$ cat config.mk
export PLATFORM = sky130hd
export DESIGN_NAME = ldl_top
export DESIGN_NICKNAME = d
export VERILOG_FILES = /design/src/ldl_pkg.sv /design/src/ldl_top.sv /design/src/ldl_debounce.sv
export VERILOG_INCLUDE_DIRS = /design/src
export SDC_FILE = /design/constraint.sdc
export NUM_CORES = 1
export LEC_CHECK = 0
export BUFFER_PORTS_ARGS = -buffer_cell sky130_fd_sc_hd__buf_2
export CAP_MARGIN = 20
export CORE_ASPECT_RATIO = 0.7
export CORE_MARGIN = 1
export CORE_UTILIZATION = 55
export DETAILED_ROUTE_END_ITERATION = 12
export PLACE_DENSITY = 0.8
export RECOVER_POWER = 100
export SYNTH_ARGS = -nofsm -noshare
export SYNTH_HDL_FRONTEND = slang
export SYNTH_HIERARCHICAL = 1
export SYNTH_SLANG_ARGS = --single-unit
$ cat constraint.sdc
create_clock -name sys_clk_i -period 2.4 [get_ports sys_clk_i]
set_input_delay 0.36 -clock sys_clk_i [delete_from_list [all_inputs] [get_ports sys_clk_i]]
set_output_delay 0.36 -clock sys_clk_i [all_outputs]
set_load 0.01 [all_outputs]
$ cat src/ldl_defines.svh
// Register indices, field layouts, reset values and timing for the loop detect
// and linefeed parameter bank.
// Assumes a 200 MHz system clock; byte address of a register is its index times four.
`ifndef LDL_DEFINES_SVH
`define LDL_DEFINES_SVH

// Register indices (byte address = index * 4)
`define LDL_IDX_DETECT      10'h044
`define LDL_IDX_LC_DEB      10'h045
`define LDL_IDX_RT_DEB      10'h046
`define LDL_IDX_FEED        10'h047
`define LDL_IDX_ONHOOK      10'h048
`define LDL_IDX_CMODE       10'h049
`define LDL_IDX_HBAT        10'h04a
`define LDL_IDX_CTRL        10'h080
`define LDL_IDX_LINEFEED    10'h081
`define LDL_IDX_IRQ_STAT    10'h082
`define LDL_IDX_IRQ_MASK    10'h083

// Reset values
`define LDL_RST_LC_DEB      7'h0a
`define LDL_RST_RT_DEB      7'h0a
`define LDL_RST_FEED        3'h0
`define LDL_RST_ONHOOK      7'h20
`define LDL_RST_CMODE       6'h02
`define LDL_RST_HBAT        6'h32
`define LDL_RST_CTRL        8'h06
`define LDL_RST_LINEFEED    3'h0

// Control register bit positions
`define LDL_CTRL_AUTO_LC    1
`define LDL_CTRL_AUTO_RT    2
`define LDL_CTRL_MAN_DIFF   5

// On-hook register polarity bit
`define LDL_ONHOOK_POL_BIT  6

// Interrupt bit positions
`define LDL_IRQ_LC          0
`define LDL_IRQ_RT          1

// Linefeed state entered automatically on detection
`define LDL_LF_FWD_ACTIVE   3'h1

// AXI responses
`define LDL_RESP_OKAY       2'h0
`define LDL_RESP_SLVERR     2'h2

// Timing: debounce step and clock period, both in ns
`define LDL_STEP_NS         1250000
`define LDL_CLK_NS          5
`define LDL_STEP_CYCLES     (`LDL_STEP_NS / `LDL_CLK_NS)

`endif

$ cat src/ldl_pkg.sv
// Types shared by the loop detect and linefeed parameter bank.
// Assumes ldl_defines.svh supplies all numeric constants.
package ldl_pkg;

    // Linefeed settings handed to the analog feed circuits
    typedef struct packed {
        logic [2:0] feed_current_code;
        logic       on_hook_polarity;
        logic [5:0] on_hook_voltage_code;
        logic [5:0] common_mode_code;
        logic [5:0] high_battery_code;
    } ldl_feed_t;

    // Read channel state
    typedef enum logic [0:0] {
        RD_IDLE = 1'b0,
        RD_DATA = 1'b1
    } ldl_rd_state_t;

endpackage : ldl_pkg

$ cat src/ldl_top.sv
// Loop closure / ring trip detect status, debounce intervals and linefeed
// parameter registers behind an AXI4-Lite slave, with one interrupt line.
// Assumes comparator inputs are asynchronous pins; auto_diff_code_i comes
// from same-clock linefeed logic.
`timescale 1ns/1ps
`include "ldl_defines.svh"

// Notes on behaviour
// - Status bit 2 shows live combined comparator output, 0 when a threshold is exceeded.
// - Status bit 1 shows debounced ring trip, 1 once detected.
// - Status bit 0 shows debounced loop closure, 1 once detected.
// - Seven-bit loop closure settle time, code times 1.25 ms, reset 12.5 ms.
// - Seven-bit ring trip settle time, code times 1.25 ms, reset 12.5 ms.
// - Three-bit feed current code: 20 mA plus 3 mA per step.
// - On-hook polarity bit 6: 0 positive, 1 negative tip minus ring.
// - Six-bit on-hook voltage in 1.5 V steps, 48 V after reset.
// - Six-bit common-mode voltage in negative 1.5 V steps.
// - Six-bit high battery voltage in negative 1.5 V steps, reset -75 V.
// - Auto enables move linefeed to active on debounced closure or trip.
// - Manual differential select makes differential follow on-hook voltage setting.
module ldl_top
    import ldl_pkg::*;
#(
    parameter int STEP_CYCLES = `LDL_STEP_CYCLES
) (
    input  wire logic        sys_clk_i,
    input  wire logic        reset_i,
    input  wire logic [11:0] s_axi_awaddr_i,
    input  wire logic        s_axi_awvalid_i,
    output logic             s_axi_awready_o,
    input  wire logic [31:0] s_axi_wdata_i,
    input  wire logic [3:0]  s_axi_wstrb_i,
    input  wire logic        s_axi_wvalid_i,
    output logic             s_axi_wready_o,
    output logic [1:0]       s_axi_bresp_o,
    output logic             s_axi_bvalid_o,
    input  wire logic        s_axi_bready_i,
    input  wire logic [11:0] s_axi_araddr_i,
    input  wire logic        s_axi_arvalid_i,
    output logic             s_axi_arready_o,
    output logic [31:0]      s_axi_rdata_o,
    output logic [1:0]       s_axi_rresp_o,
    output logic             s_axi_rvalid_o,
    input  wire logic        s_axi_rready_i,
    input  wire logic        loop_closure_cmp_i,
    input  wire logic        ring_trip_cmp_i,
    input  wire logic [6:0]  auto_diff_code_i,
    output ldl_feed_t        feed_o,
    output logic [2:0]       linefeed_state_o,
    output logic             diff_manual_o,
    output logic [6:0]       diff_code_o,
    output logic             irq_o
);
    // Comparator synchronisers; stage one is read only by stage two
    logic [1:0] cmp_meta_r, cmp_sync_r;
    always_ff @(posedge sys_clk_i) begin
        if (reset_i) begin
            cmp_meta_r <= '0;
            cmp_sync_r <= '0;
        end else begin
            cmp_meta_r <= {ring_trip_cmp_i, loop_closure_cmp_i};
            cmp_sync_r <= cmp_meta_r;
        end
    end

    logic raw_detect_level;
    logic loop_closed_seen;
    logic ring_trip_seen;
    assign raw_detect_level = ~(cmp_sync_r[0] | cmp_sync_r[1]);

    // Register storage
    logic [6:0] loop_closure_settle_time_r, ring_trip_settle_time_r;
    logic [6:0] lc_deb_nxt, rt_deb_nxt;
    ldl_feed_t  feed_r, feed_nxt;
    logic [7:0] ctrl_r, ctrl_nxt;
    logic [2:0] linefeed_r, linefeed_nxt;
    logic [1:0] irq_stat_r, irq_stat_nxt, irq_mask_r, irq_mask_nxt;
    logic       irq_r, irq_nxt;
    logic       diff_man_r, diff_man_nxt;
    logic [6:0] diff_code_r, diff_code_nxt;
    logic       lc_seen_d_r, rt_seen_d_r;

    // One debouncer per detector
    ldl_debounce #(.TICK_CYCLES(STEP_CYCLES)) u_lc_deb (
        .sys_clk_i (sys_clk_i),
        .reset_i   (reset_i),
        .code_i    (loop_closure_settle_time_r),
        .raw_i     (cmp_sync_r[0]),
        .filt_o    (loop_closed_seen)
    );
    ldl_debounce #(.TICK_CYCLES(STEP_CYCLES)) u_rt_deb (
        .sys_clk_i (sys_clk_i),
        .reset_i   (reset_i),
        .code_i    (ring_trip_settle_time_r),
        .raw_i     (cmp_sync_r[1]),
        .filt_o    (ring_trip_seen)
    );

    logic lc_rise, rt_rise;
    assign lc_rise = loop_closed_seen & ~lc_seen_d_r;
    assign rt_rise = ring_trip_seen & ~rt_seen_d_r;

    // Write channel: address and data held until both are in
    logic        aw_full_r, aw_full_nxt, w_full_r, w_full_nxt;
    logic [9:0]  aw_idx_r, aw_idx_nxt;
    logic [7:0]  wbyte_r, wbyte_nxt;
    logic        wen_r, wen_nxt;
    logic        bvalid_r, bvalid_nxt;
    logic [1:0]  bresp_r, bresp_nxt;
    logic        commit;
    logic        wr_hit;

    assign commit = aw_full_r & w_full_r & ~bvalid_r;

    always_comb begin
        case (aw_idx_r)
            `LDL_IDX_DETECT, `LDL_IDX_LC_DEB, `LDL_IDX_RT_DEB, `LDL_IDX_FEED,
            `LDL_IDX_ONHOOK, `LDL_IDX_CMODE, `LDL_IDX_HBAT, `LDL_IDX_CTRL,
            `LDL_IDX_LINEFEED, `LDL_IDX_IRQ_STAT, `LDL_IDX_IRQ_MASK: wr_hit = 1'b1;
            default: wr_hit = 1'b0;
        endcase
    end

    // Write handshake next state; a new beat may land while a response waits
    always_comb begin
        aw_full_nxt = aw_full_r;
        w_full_nxt  = w_full_r;
        aw_idx_nxt  = aw_idx_r;
        wbyte_nxt   = wbyte_r;
        wen_nxt     = wen_r;
        bvalid_nxt  = bvalid_r;
        bresp_nxt   = bresp_r;
        if (bvalid_r && s_axi_bready_i) begin
            bvalid_nxt = 1'b0;
        end
        if (commit) begin
            aw_full_nxt = 1'b0;
            w_full_nxt  = 1'b0;
            bvalid_nxt  = 1'b1;
            bresp_nxt   = wr_hit ? `LDL_RESP_OKAY : `LDL_RESP_SLVERR;
        end
        if (s_axi_awvalid_i && !aw_full_r) begin
            aw_full_nxt = 1'b1;
            aw_idx_nxt  = s_axi_awaddr_i[11:2];
        end
        if (s_axi_wvalid_i && !w_full_r) begin
            w_full_nxt = 1'b1;
            wbyte_nxt  = s_axi_wdata_i[7:0];
            wen_nxt    = s_axi_wstrb_i[0];
        end
    end

    always_ff @(posedge sys_clk_i) begin
        if (reset_i) begin
            aw_full_r <= 1'b0;
            w_full_r  <= 1'b0;
            aw_idx_r  <= '0;
            wbyte_r   <= '0;
            wen_r     <= 1'b0;
            bvalid_r  <= 1'b0;
            bresp_r   <= `LDL_RESP_OKAY;
        end else begin
            aw_full_r <= aw_full_nxt;
            w_full_r  <= w_full_nxt;
            aw_idx_r  <= aw_idx_nxt;
            wbyte_r   <= wbyte_nxt;
            wen_r     <= wen_nxt;
            bvalid_r  <= bvalid_nxt;
            bresp_r   <= bresp_nxt;
        end
    end

    // Ready is low exactly while a beat is held, so it is a plain flop state
    assign s_axi_awready_o = ~aw_full_r;
    assign s_axi_wready_o  = ~w_full_r;
    assign s_axi_bvalid_o  = bvalid_r;
    assign s_axi_bresp_o   = bresp_r;

    // Register file next values; hardware events win over software writes
    logic wr_go;
    assign wr_go = commit & wen_r;

    always_comb begin
        lc_deb_nxt    = loop_closure_settle_time_r;
        rt_deb_nxt    = ring_trip_settle_time_r;
        feed_nxt      = feed_r;
        ctrl_nxt      = ctrl_r;
        linefeed_nxt  = linefeed_r;
        irq_stat_nxt  = irq_stat_r;
        irq_mask_nxt  = irq_mask_r;
        if (wr_go) begin
            case (aw_idx_r)
                `LDL_IDX_LC_DEB:   lc_deb_nxt = wbyte_r[6:0];
                `LDL_IDX_RT_DEB:   rt_deb_nxt = wbyte_r[6:0];
                `LDL_IDX_FEED:     feed_nxt.feed_current_code = wbyte_r[2:0];
                `LDL_IDX_ONHOOK: begin
                    feed_nxt.on_hook_polarity     = wbyte_r[6];
                    feed_nxt.on_hook_voltage_code = wbyte_r[5:0];
                end
                `LDL_IDX_CMODE:    feed_nxt.common_mode_code = wbyte_r[5:0];
                `LDL_IDX_HBAT:     feed_nxt.high_battery_code = wbyte_r[5:0];
                `LDL_IDX_CTRL:     ctrl_nxt = wbyte_r & 8'h26;  // Reserved bits stay zero
                `LDL_IDX_LINEFEED: linefeed_nxt = wbyte_r[2:0];
                `LDL_IDX_IRQ_STAT: irq_stat_nxt = irq_stat_r & ~wbyte_r[1:0];
                `LDL_IDX_IRQ_MASK: irq_mask_nxt = wbyte_r[1:0];
                default: ;
            endcase
        end
        // Automatic entry to forward active on a fresh detection
        if ((lc_rise && ctrl_r[`LDL_CTRL_AUTO_LC]) ||
            (rt_rise && ctrl_r[`LDL_CTRL_AUTO_RT])) begin
            linefeed_nxt = `LDL_LF_FWD_ACTIVE;
        end
        if (lc_rise) begin
            irq_stat_nxt[`LDL_IRQ_LC] = 1'b1;
        end
        if (rt_rise) begin
            irq_stat_nxt[`LDL_IRQ_RT] = 1'b1;
        end
        irq_nxt       = |(irq_stat_nxt & irq_mask_nxt);
        diff_man_nxt  = ctrl_nxt[`LDL_CTRL_MAN_DIFF];
        diff_code_nxt = diff_man_nxt ?
                        {feed_nxt.on_hook_polarity, feed_nxt.on_hook_voltage_code} :
                        auto_diff_code_i;
    end

    always_ff @(posedge sys_clk_i) begin
        if (reset_i) begin
            loop_closure_settle_time_r <= `LDL_RST_LC_DEB;
            ring_trip_settle_time_r    <= `LDL_RST_RT_DEB;
            feed_r.feed_current_code   <= `LDL_RST_FEED;
            feed_r.on_hook_polarity    <= 1'(`LDL_RST_ONHOOK >> `LDL_ONHOOK_POL_BIT);
            feed_r.on_hook_voltage_code <= 6'(`LDL_RST_ONHOOK);
            feed_r.common_mode_code    <= `LDL_RST_CMODE;
            feed_r.high_battery_code   <= `LDL_RST_HBAT;
            ctrl_r                     <= `LDL_RST_CTRL;
            linefeed_r                 <= `LDL_RST_LINEFEED;
            irq_stat_r                 <= '0;
            irq_mask_r                 <= '0;
            irq_r                      <= 1'b0;
            diff_man_r                 <= 1'b0;
            diff_code_r                <= '0;
            lc_seen_d_r                <= 1'b0;
            rt_seen_d_r                <= 1'b0;
        end else begin
            loop_closure_settle_time_r <= lc_deb_nxt;
            ring_trip_settle_time_r    <= rt_deb_nxt;
            feed_r                     <= feed_nxt;
            ctrl_r                     <= ctrl_nxt;
            linefeed_r                 <= linefeed_nxt;
            irq_stat_r                 <= irq_stat_nxt;
            irq_mask_r                 <= irq_mask_nxt;
            irq_r                      <= irq_nxt;
            diff_man_r                 <= diff_man_nxt;
            diff_code_r                <= diff_code_nxt;
            lc_seen_d_r                <= loop_closed_seen;
            rt_seen_d_r                <= ring_trip_seen;
        end
    end

    assign feed_o           = feed_r;
    assign linefeed_state_o = linefeed_r;
    assign diff_manual_o    = diff_man_r;
    assign diff_code_o      = diff_code_r;
    assign irq_o            = irq_r;

    // Read channel: one read at a time, data captured into a flop
    ldl_rd_state_t rd_state_r, rd_state_nxt;
    logic [31:0]   rdata_r, rdata_nxt;
    logic [1:0]    rresp_r, rresp_nxt;
    logic [7:0]    rd_byte;
    logic          rd_hit;

    always_comb begin
        rd_hit  = 1'b1;
        rd_byte = 8'h00;
        case (s_axi_araddr_i[11:2])
            `LDL_IDX_DETECT:   rd_byte = {5'h00, raw_detect_level,
                                          ring_trip_seen, loop_closed_seen};
            `LDL_IDX_LC_DEB:   rd_byte = {1'b0, loop_closure_settle_time_r};
            `LDL_IDX_RT_DEB:   rd_byte = {1'b0, ring_trip_settle_time_r};
            `LDL_IDX_FEED:     rd_byte = {5'h00, feed_r.feed_current_code};
            `LDL_IDX_ONHOOK:   rd_byte = {1'b0, feed_r.on_hook_polarity,
                                          feed_r.on_hook_voltage_code};
            `LDL_IDX_CMODE:    rd_byte = {2'h0, feed_r.common_mode_code};
            `LDL_IDX_HBAT:     rd_byte = {2'h0, feed_r.high_battery_code};
            `LDL_IDX_CTRL:     rd_byte = ctrl_r;
            `LDL_IDX_LINEFEED: rd_byte = {5'h00, linefeed_r};
            `LDL_IDX_IRQ_STAT: rd_byte = {6'h00, irq_stat_r};
            `LDL_IDX_IRQ_MASK: rd_byte = {6'h00, irq_mask_r};
            default:           rd_hit  = 1'b0;
        endcase
    end

    // Read handshake next state
    always_comb begin
        rd_state_nxt = rd_state_r;
        rdata_nxt    = rdata_r;
        rresp_nxt    = rresp_r;
        case (rd_state_r)
            RD_IDLE: begin
                if (s_axi_arvalid_i) begin
                    rd_state_nxt = RD_DATA;
                    rdata_nxt    = {24'h000000, rd_byte};
                    rresp_nxt    = rd_hit ? `LDL_RESP_OKAY : `LDL_RESP_SLVERR;
                end
            end
            RD_DATA: begin
                if (s_axi_rready_i) begin
                    rd_state_nxt = RD_IDLE;
                end
            end
            default: rd_state_nxt = RD_IDLE;
        endcase
    end

    always_ff @(posedge sys_clk_i) begin
        if (reset_i) begin
            rd_state_r <= RD_IDLE;
            rdata_r    <= '0;
            rresp_r    <= `LDL_RESP_OKAY;
        end else begin
            rd_state_r <= rd_state_nxt;
            rdata_r    <= rdata_nxt;
            rresp_r    <= rresp_nxt;
        end
    end

    assign s_axi_arready_o = (rd_state_r == RD_IDLE);
    assign s_axi_rvalid_o  = (rd_state_r == RD_DATA);
    assign s_axi_rdata_o   = rdata_r;
    assign s_axi_rresp_o   = rresp_r;
endmodule : ldl_top

$ cat src/ldl_debounce.sv
// Debounce filter: output follows a synchronised input only after it held
// steady for code * step cycles. Assumes raw_i is already in the clock domain.
`timescale 1ns/1ps
`include "ldl_defines.svh"

module ldl_debounce #(
    parameter int TICK_CYCLES = `LDL_STEP_CYCLES
) (
    input  wire logic       sys_clk_i,
    input  wire logic       reset_i,
    input  wire logic [6:0] code_i,
    input  wire logic       raw_i,
    output logic            filt_o
);
    logic [23:0] cyc_r, cyc_nxt;
    logic [6:0]  unit_r, unit_nxt;
    logic        filt_r, filt_nxt;

    // Count whole steps of disagreement; any agreement restarts the wait
    always_comb begin
        cyc_nxt  = '0;
        unit_nxt = '0;
        filt_nxt = filt_r;
        if (raw_i != filt_r) begin
            if (code_i == 7'h00) begin
                filt_nxt = raw_i;
            end else if (cyc_r == 24'(TICK_CYCLES - 1)) begin
                if (unit_r + 7'h01 >= code_i) begin
                    filt_nxt = raw_i;
                end else begin
                    unit_nxt = unit_r + 7'h01;
                end
            end else begin
                cyc_nxt  = cyc_r + 24'h000001;
                unit_nxt = unit_r;
            end
        end
    end

    always_ff @(posedge sys_clk_i) begin
        if (reset_i) begin
            cyc_r  <= '0;
            unit_r <= '0;
            filt_r <= 1'b0;
        end else begin
            cyc_r  <= cyc_nxt;
            unit_r <= unit_nxt;
            filt_r <= filt_nxt;
        end
    end

    assign filt_o = filt_r;

endmodule : ldl_debounce

==> qor.tcl, run 1 <==
set qor(netlist_top_cells_count) {dfxtp_1 (155), nor2_1 (113), nand2_1 (89)}
set qor(outcome) {finished with violations}
set qor(synth.top_cells.by_area) {dfxtp_1 (41%), nor2_1 (5.6%), mux2i_1 (4.5%)}
set qor(clock_insertion_delay_worst_skew_ns) 0.42
set qor(clock_sink_count) 155
set qor(drt_drc_violations_left) 0
set qor(layout-drive-gt1-share_pct) 12.4
set qor(io-pin-count) 151
set qor(regToRegStartpoint) {u_rt_deb/unit_r[0]}
set qor(cts_made_buffers) 17
set qor(mappedNetlistArea_mm2) 0.00761
set qor(synthDominantAreaCellType) {dfxtp_1}
set qor(cts_tree) {yes}
set qor(worst_slew_pin_slew_ns) 1.86
set qor(maxSlewViolCount) 97
set qor(num_vias) 6719
set qor(setup_viol_count_final) 0
set qor(fmaxAchievable_ghz) 0.435
set qor(synthArstFlopShare_pct) 0
set qor(path_max_fanout) 5
set qor(worstPathBufferInverterCount) 1
set qor(drv_cap) 1
set qor(crit_path_max_incr_delay_ns) 0.37
set qor(ctsRootBufferMaster) {clkbuf_16}
set qor(holdCritStartpoint) {ring_trip_cmp_i}
set qor(hold_worst_slack_ns) 0.154
set qor(cts_htree_levels) 4
set qor(power.ir.vdd_worst_mv) 0.493
set qor(total_grt_usage_pct) 27.4
set qor(cp_cell_sequence) {ha_2, nand3_1, nor2_1, xor2_1, ha_1, a21oi_1, o21ai_1, a21oi_2, buf_4, o21bai_2, mux2i_1}
set qor(core_box_area_mm2) 0.0133
set qor(timing.setup.critical_path_class) {reg -> reg}
set qor(layout.filler_cells) 1173
set qor(postSynth.topFlopCell) {dfxtp_1}
set qor(cpLargestDelayFamily) {compound AO/OA/AOI/OAI gates}
set qor(report.final.hold_viol_count) 0
set qor(final_core_util_pct) 64.9
set qor(netlist_instances) 889
set qor(final.setup.tns_ns) 0
set qor(row_count) 35
set qor(drt_pass1_iterations) 5
set qor(postLayoutSetupSlackWorst_ns) 0.102
set qor(worst_path_clk_slew_ns) 0.06
set qor(nNetsFinal) 1073
set qor(synth-edff-count) 0
set qor(die-width_um) 143
set qor(clock_period_minus_final_worst_setup_slack_ns) 2.30
set qor(arrival_ns) 2.63
set qor(syn2layout_area_growth_pct) 13.6
set qor(numPortBuffers) 91
set qor(place_ws_ns) 0.0603
set qor(grt_start_max_net_pins) 97
set qor(finalClockSkew_ns) 0.0101
set qor(synth.most_common_cell) {dfxtp_1}
set qor(timing.final.crit_share_pct) 95.8
set qor(min_path_cells) 2
set qor(antenna_found_initial) 0
set qor(power.density_mw_per_mm2) 655
set qor(first_global_vias) 6071
set qor(post-synth-top-area-fraction_pct) 40.8
set qor(postSynthAreaPerCell_um2) 8.56
set qor(netlist-cell-type-count) 65
set qor(route.final.wire_length_mm) 19.0
set qor(place_congestion) 0.952
set qor(synth_sequential_area_ratio_pct) 40.8
set qor(total_leakage_power_nw) 3.17
set qor(cts_buffer_depth) 2
set qor(worstPathRequired_ns) 2.73
set qor(failing_checks) {capacitance limit, slew limit}
set qor(drtAntennaViolNets) 0
set qor(slowest_stage) {dfxtp_2}
set qor(worstRegToRegCells) 11
set qor(grt_pass1_wl_mm) 30.7
set qor(ys_seq_elements) 155
set qor(slew-limit-headroom_pct) -24.2
set qor(fp.dieH_um) 100
set qor(drt_iter0_markers) 490
set qor(hpwl_mm) 13.6
set qor(dieArea_mm2) 0.0143
set qor(worst-path-stages) 11
set qor(synth.yosys.warnings) 6
set qor(setup_repair_after_global_routing_missed_its_margin) {no}
set qor(cp-startpoint) {u_rt_deb/unit_r[0]}
set qor(starting_density_of_the_core_pct) 57.2
set qor(end_kind) {flop}
set qor(grt_remaining_overflow) 0
set qor(hp-class) {in -> reg}
set qor(n_antenna_cell) 0
set qor(avgRoutedWirePerCell_um) 16.2
set qor(cp-start-kind) {flop}
set qor(route.detailed.vias_per_inst) 5.71
-- metrics by stage --
| step | total power (W) | cell area, µm² | cells |
|---|---|---|---|
| after floorplan | 0.00292 | 7710 | 915 |
| after global placement | 0.00299 | 8130 | 1143 |
| after detailed placement | 0.00300 | 8130 | 1143 |
| after CTS | 0.00569 | 8730 | 1175 |
| after global routing | 0.00584 | 8650 | 1177 |
| final | 0.00566 | 8650 | 1177 |
-- cell usage in the layout (no fill, tap or decap), drive strengths merged, types with 18 or more instances in the layout --
| cell type | count |
|---|---|
| nand2 | 95 |
| ha | 18 |
| buf | 55 |
| inv | 37 |
| xnor2 | 20 |
| mux2i | 34 |
| clkbuf | 69 |
| a21oi | 61 |
| o21ai | 23 |
| nand3 | 43 |
| xor2 | 36 |
| dfxtp | 155 |
| conb | 27 |
| nor3 | 31 |
| nor2 | 116 |
-- per-layer routing --
layer	part of all wire, %	track usage (%)	up-vias
li1	-	-	3241
met1	49	39.8	3166
met2	40	39.1	289
met3	9.4	7.54	23
met4	1.1	8.11	0
met5	0	0	-
-- registers in the layout (all words and copies together), names as in the netlist, 2 cells and up --
signal                      cells
u_lc_deb/cyc_r                 24
linefeed_state_o                3
cmp_meta_r                      2
irq_mask_r                      2
u_rt_deb/unit_r                 7
wbyte_r                         7
loop_closure_settle_time_r      7
s_axi_rdata_o                   7
ctrl_r                          3
u_rt_deb/cyc_r                 24
feed_o                         22
cmp_sync_r                      2
aw_idx_r                       10
ring_trip_settle_time_r         7
u_lc_deb/unit_r                 7
irq_stat_r                      2
diff_code_o                     7
-- where the power goes --
part           leakage [nW]  switching [W]  internal [W]
sequential             1.26      0.0000529       0.00261
clock                 0.279        0.00114       0.00158
combinational          1.63       0.000176      0.000100
total                  3.17        0.00137       0.00429
-- area by class of cell --
cell class / count / area, µm² / share of cell area (%)
Timing Repair Buffer: 106 / 502 / 5.80
Multi-Input combinational cell: 668 / 4090 / 47.3
Inverter: 31 / 116 / 1.35
Tap cell: 185 / 231 / 2.68
Clock inverter: 14 / 161 / 1.87
Clock buffer: 18 / 439 / 5.08
Sequential cell: 155 / 3110 / 35.9
-- worst paths after layout --
kind | end | slack, ns
setup / recovery | u_rt_deb/filt_o | 0.10
setup reg to reg | u_rt_deb/filt_o | 0.10
hold / removal | cmp_meta_r[1] | 0.15
hold reg to reg | cmp_sync_r[0] | 0.45
-- cells by family after synthesis --
family / count (synthesis) / share of synthesized area (%)
AND/OR/NAND/NOR: 388 / 26.2
flip-flops: 155 / 40.8
AO/OA/AOI/OAI: 142 / 12.1
buffers and inverters: 92 / 6.52
XOR/XNOR: 56 / 6.44
multiplexers: 37 / 4.91
adder cells (fa/ha/maj): 18 / 2.96
other: 1 / 0.0493
-- timing repair --
action / in CTS / in global routing
setup buffers: 0 / 2
endpoints found under the setup margin: 0 / 15
gates resized for setup: 0 / 7
hold buffers: 0 / 0
Note: power is estimated with default switching activity, not from simulation.
==> run 2, diff against run 1 <==
--- a/config.mk
+++ b/config.mk
@@ -12,6 +12,7 @@
 export CORE_MARGIN = 1
 export CORE_UTILIZATION = 55
 export DETAILED_ROUTE_END_ITERATION = 12
+export MAX_ROUTING_LAYER = met4
 export PLACE_DENSITY = 0.8
 export RECOVER_POWER = 100
 export SYNTH_ARGS = -nofsm -noshare
==> run 2 against run 1 <==
Net effect: the run still ends with capacitance limit, slew limit left; clock power hardly changed; fmax down 0.44%; worst setup slack worse by 0.010 ns; power about the same; die area unchanged; highest routed layer unchanged.
==> qor.tcl, run 2 (same netlist as run 1, synthesis figures left out) <==
set qor(outcome) {finished with violations}
set qor(failing_checks) {capacitance limit, slew limit}
set qor(num_vias) 6727
set qor(layout.cells.most_common_list) {dfxtp_1 (152), nor2_1 (113), nand2_1 (89)}
set qor(syn2layout_area_growth_pct) 13.6
set qor(worst_reg2reg_endpoint) {u_rt_deb/filt_o}
set qor(grt_pass1_wl_mm) 30.6
set qor(drtAntennaViolNets) 0
set qor(drv_cap) 1
set qor(arrival_ns) 2.64
set qor(grt_start_max_net_pins) 97
set qor(n_antenna_cell) 0
set qor(end_kind) {flop}
set qor(io-pin-count) 151
set qor(fp.dieH_um) 100
set qor(final_core_util_pct) 64.9
set qor(drt_pass1_iterations) 5
set qor(route.layer.met1.wl_mm) 9.30
set qor(regToRegStartpoint) {u_rt_deb/unit_r[0]}
set qor(holdCritStartpoint) {ring_trip_cmp_i}
set qor(core_box_area_mm2) 0.0133
set qor(total_grt_usage_pct) 28.2
set qor(clock_insertion_delay_worst_skew_ns) 0.42
set qor(power.density_mw_per_mm2) 655
set qor(worst_path_clk_slew_ns) 0.06
set qor(number_of_hold_buffers_added_after_cts) 0
set qor(final_common_cell) {dfxtp_1}
set qor(starting_density_of_the_core_pct) 57.2
set qor(path_max_fanout) 5
set qor(hpwl_mm) 13.6
set qor(cts_htree_levels) 4
set qor(route.final.wire_length_mm) 19.0
set qor(maxSlewViolCount) 97
set qor(layout-drive-gt1-share_pct) 12.4
set qor(avgRoutedWirePerCell_um) 16.1
set qor(met3_wirelength_mm) 1.76
set qor(antenna_found_initial) 0
set qor(dr.max_layer_used) {met4}
set qor(place_congestion) 0.969
set qor(setup_repair_after_global_routing_missed_its_margin) {no}
set qor(hp-class) {in -> reg}
set qor(drt_drc_violations_left) 0
set qor(setup_viol_count_final) 0
set qor(met2RoutedLength_mm) 7.71
set qor(regToRegSetupSlack_ns) 0.09
set qor(numPortBuffers) 91
set qor(cts_made_buffers) 17
set qor(total_leakage_power_nw) 3.17
set qor(timing.final.crit_share_pct) 96.2
set qor(clock_sink_count) 155
set qor(whs_endpoint) {cmp_meta_r[1]}
set qor(fmaxAchievable_ghz) 0.433
set qor(route.detailed.vias_per_inst) 5.72
set qor(power.ir.vdd_worst_mv) 0.495
set qor(worstPathRequired_ns) 2.73
set qor(min_path_cells) 2
set qor(report.final.hold_viol_count) 0
set qor(worstRegToRegCells) 11
set qor(cp-start-kind) {flop}
set qor(drt_iter0_markers) 550
set qor(cts_tree) {yes}
set qor(dieArea_mm2) 0.0143
set qor(die-width_um) 143
set qor(first_global_vias) 6075
set qor(finalClockSkew_ns) 0.00964
set qor(cts_buffer_depth) 2
set qor(nNetsFinal) 1073
set qor(layout.filler_cells) 1173
set qor(timing.setup.critical_path_class) {reg -> reg}
set qor(grt_remaining_overflow) 0
set qor(total_power_consumption_w) 0.00566
set qor(ctsRootBufferMaster) {clkbuf_16}
set qor(clock_period_minus_final_worst_setup_slack_ns) 2.31
set qor(row_count) 35
set qor(slew-limit-headroom_pct) -23.7
set qor(worst_slew_pin_slew_ns) 1.86
set qor(final.setup.tns_ns) 0
[run 2: cell counts in the layout (fill, tap and decap cells not counted)]
No cell type changed its count.
[run 2: cell type report]
type / count / area (µm²) / share of cell area [%]
timing repair buffer: 106 / 502 / 5.80
sequential: 155 / 3110 / 35.9
clock inverter: 14 / 161 / 1.87
tap: 185 / 231 / 2.68
clock buffer: 18 / 439 / 5.08
inverter: 31 / 116 / 1.35
multi-input combinational: 668 / 4090 / 47.3
[run 2: layer usage]
metal	global-route usage [%]	vias up
met5	-	-
met4	8.11	0
met3	7.63	29
met2	39.1	289
met1	39.6	3167
li1	-	3242
[run 2: power breakdown]
group / internal (W) / leakage (nW) / switching [W]
logic: 0.000100 / 1.63 / 0.000176
clock network: 0.00158 / 0.279 / 0.00114
registers: 0.00261 / 1.26 / 0.0000533
total: 0.00429 / 3.17 / 0.00137
[run 2: metrics by stage]
stage               setup WS (ns)  std cells  hold WS, ns  cell area [µm²]
floorplan                   0.233        915        0.414             7710
global placement            0.148       1143        0.429             8130
detailed placement         0.0603       1143        0.441             8130
CTS                       0.00340       1175        0.140             8730
global route              0.00732       1177        0.175             8650
finish                     0.0916       1177        0.153             8650
[run 2: repair_timing]
action	4_1_cts	5_1_grt
gates resized for setup	0	7
setup endpoints to repair	0	15
setup buffers	0	2
[run 2: worst max path at each step]
stage	startpoint	to	slack, ns	cells past startpoint
5_1_grt	u_rt_deb/unit_r[0]	u_rt_deb/filt_o	0.007	11
3_5_place_dp	u_lc_deb/unit_r[0]	u_lc_deb/unit_r[2]	0.06	11
4_1_cts	u_rt_deb/unit_r[0]	u_rt_deb/filt_o	0.003	11
3_3_place_gp	u_lc_deb/unit_r[0]	u_lc_deb/unit_r[4]	0.15	11
6_report	u_rt_deb/unit_r[0]	u_rt_deb/filt_o	0.09	11
2_1_floorplan	u_rt_deb/unit_r[0]	u_rt_deb/unit_r[4]	0.23	10
[run 2: worst max-delay path, cell delays in order (launching register included)]
cell and delay (ns):
dfxtp_2 0.37, ha_2 0.19, nand3_1 0.11, nor2_1 0.14, xor2_1 0.22, ha_1 0.28
a21oi_1 0.15, o21ai_1 0.11, a21oi_2 0.21, buf_4 0.18, o21bai_2 0.06, mux2i_1 0.20
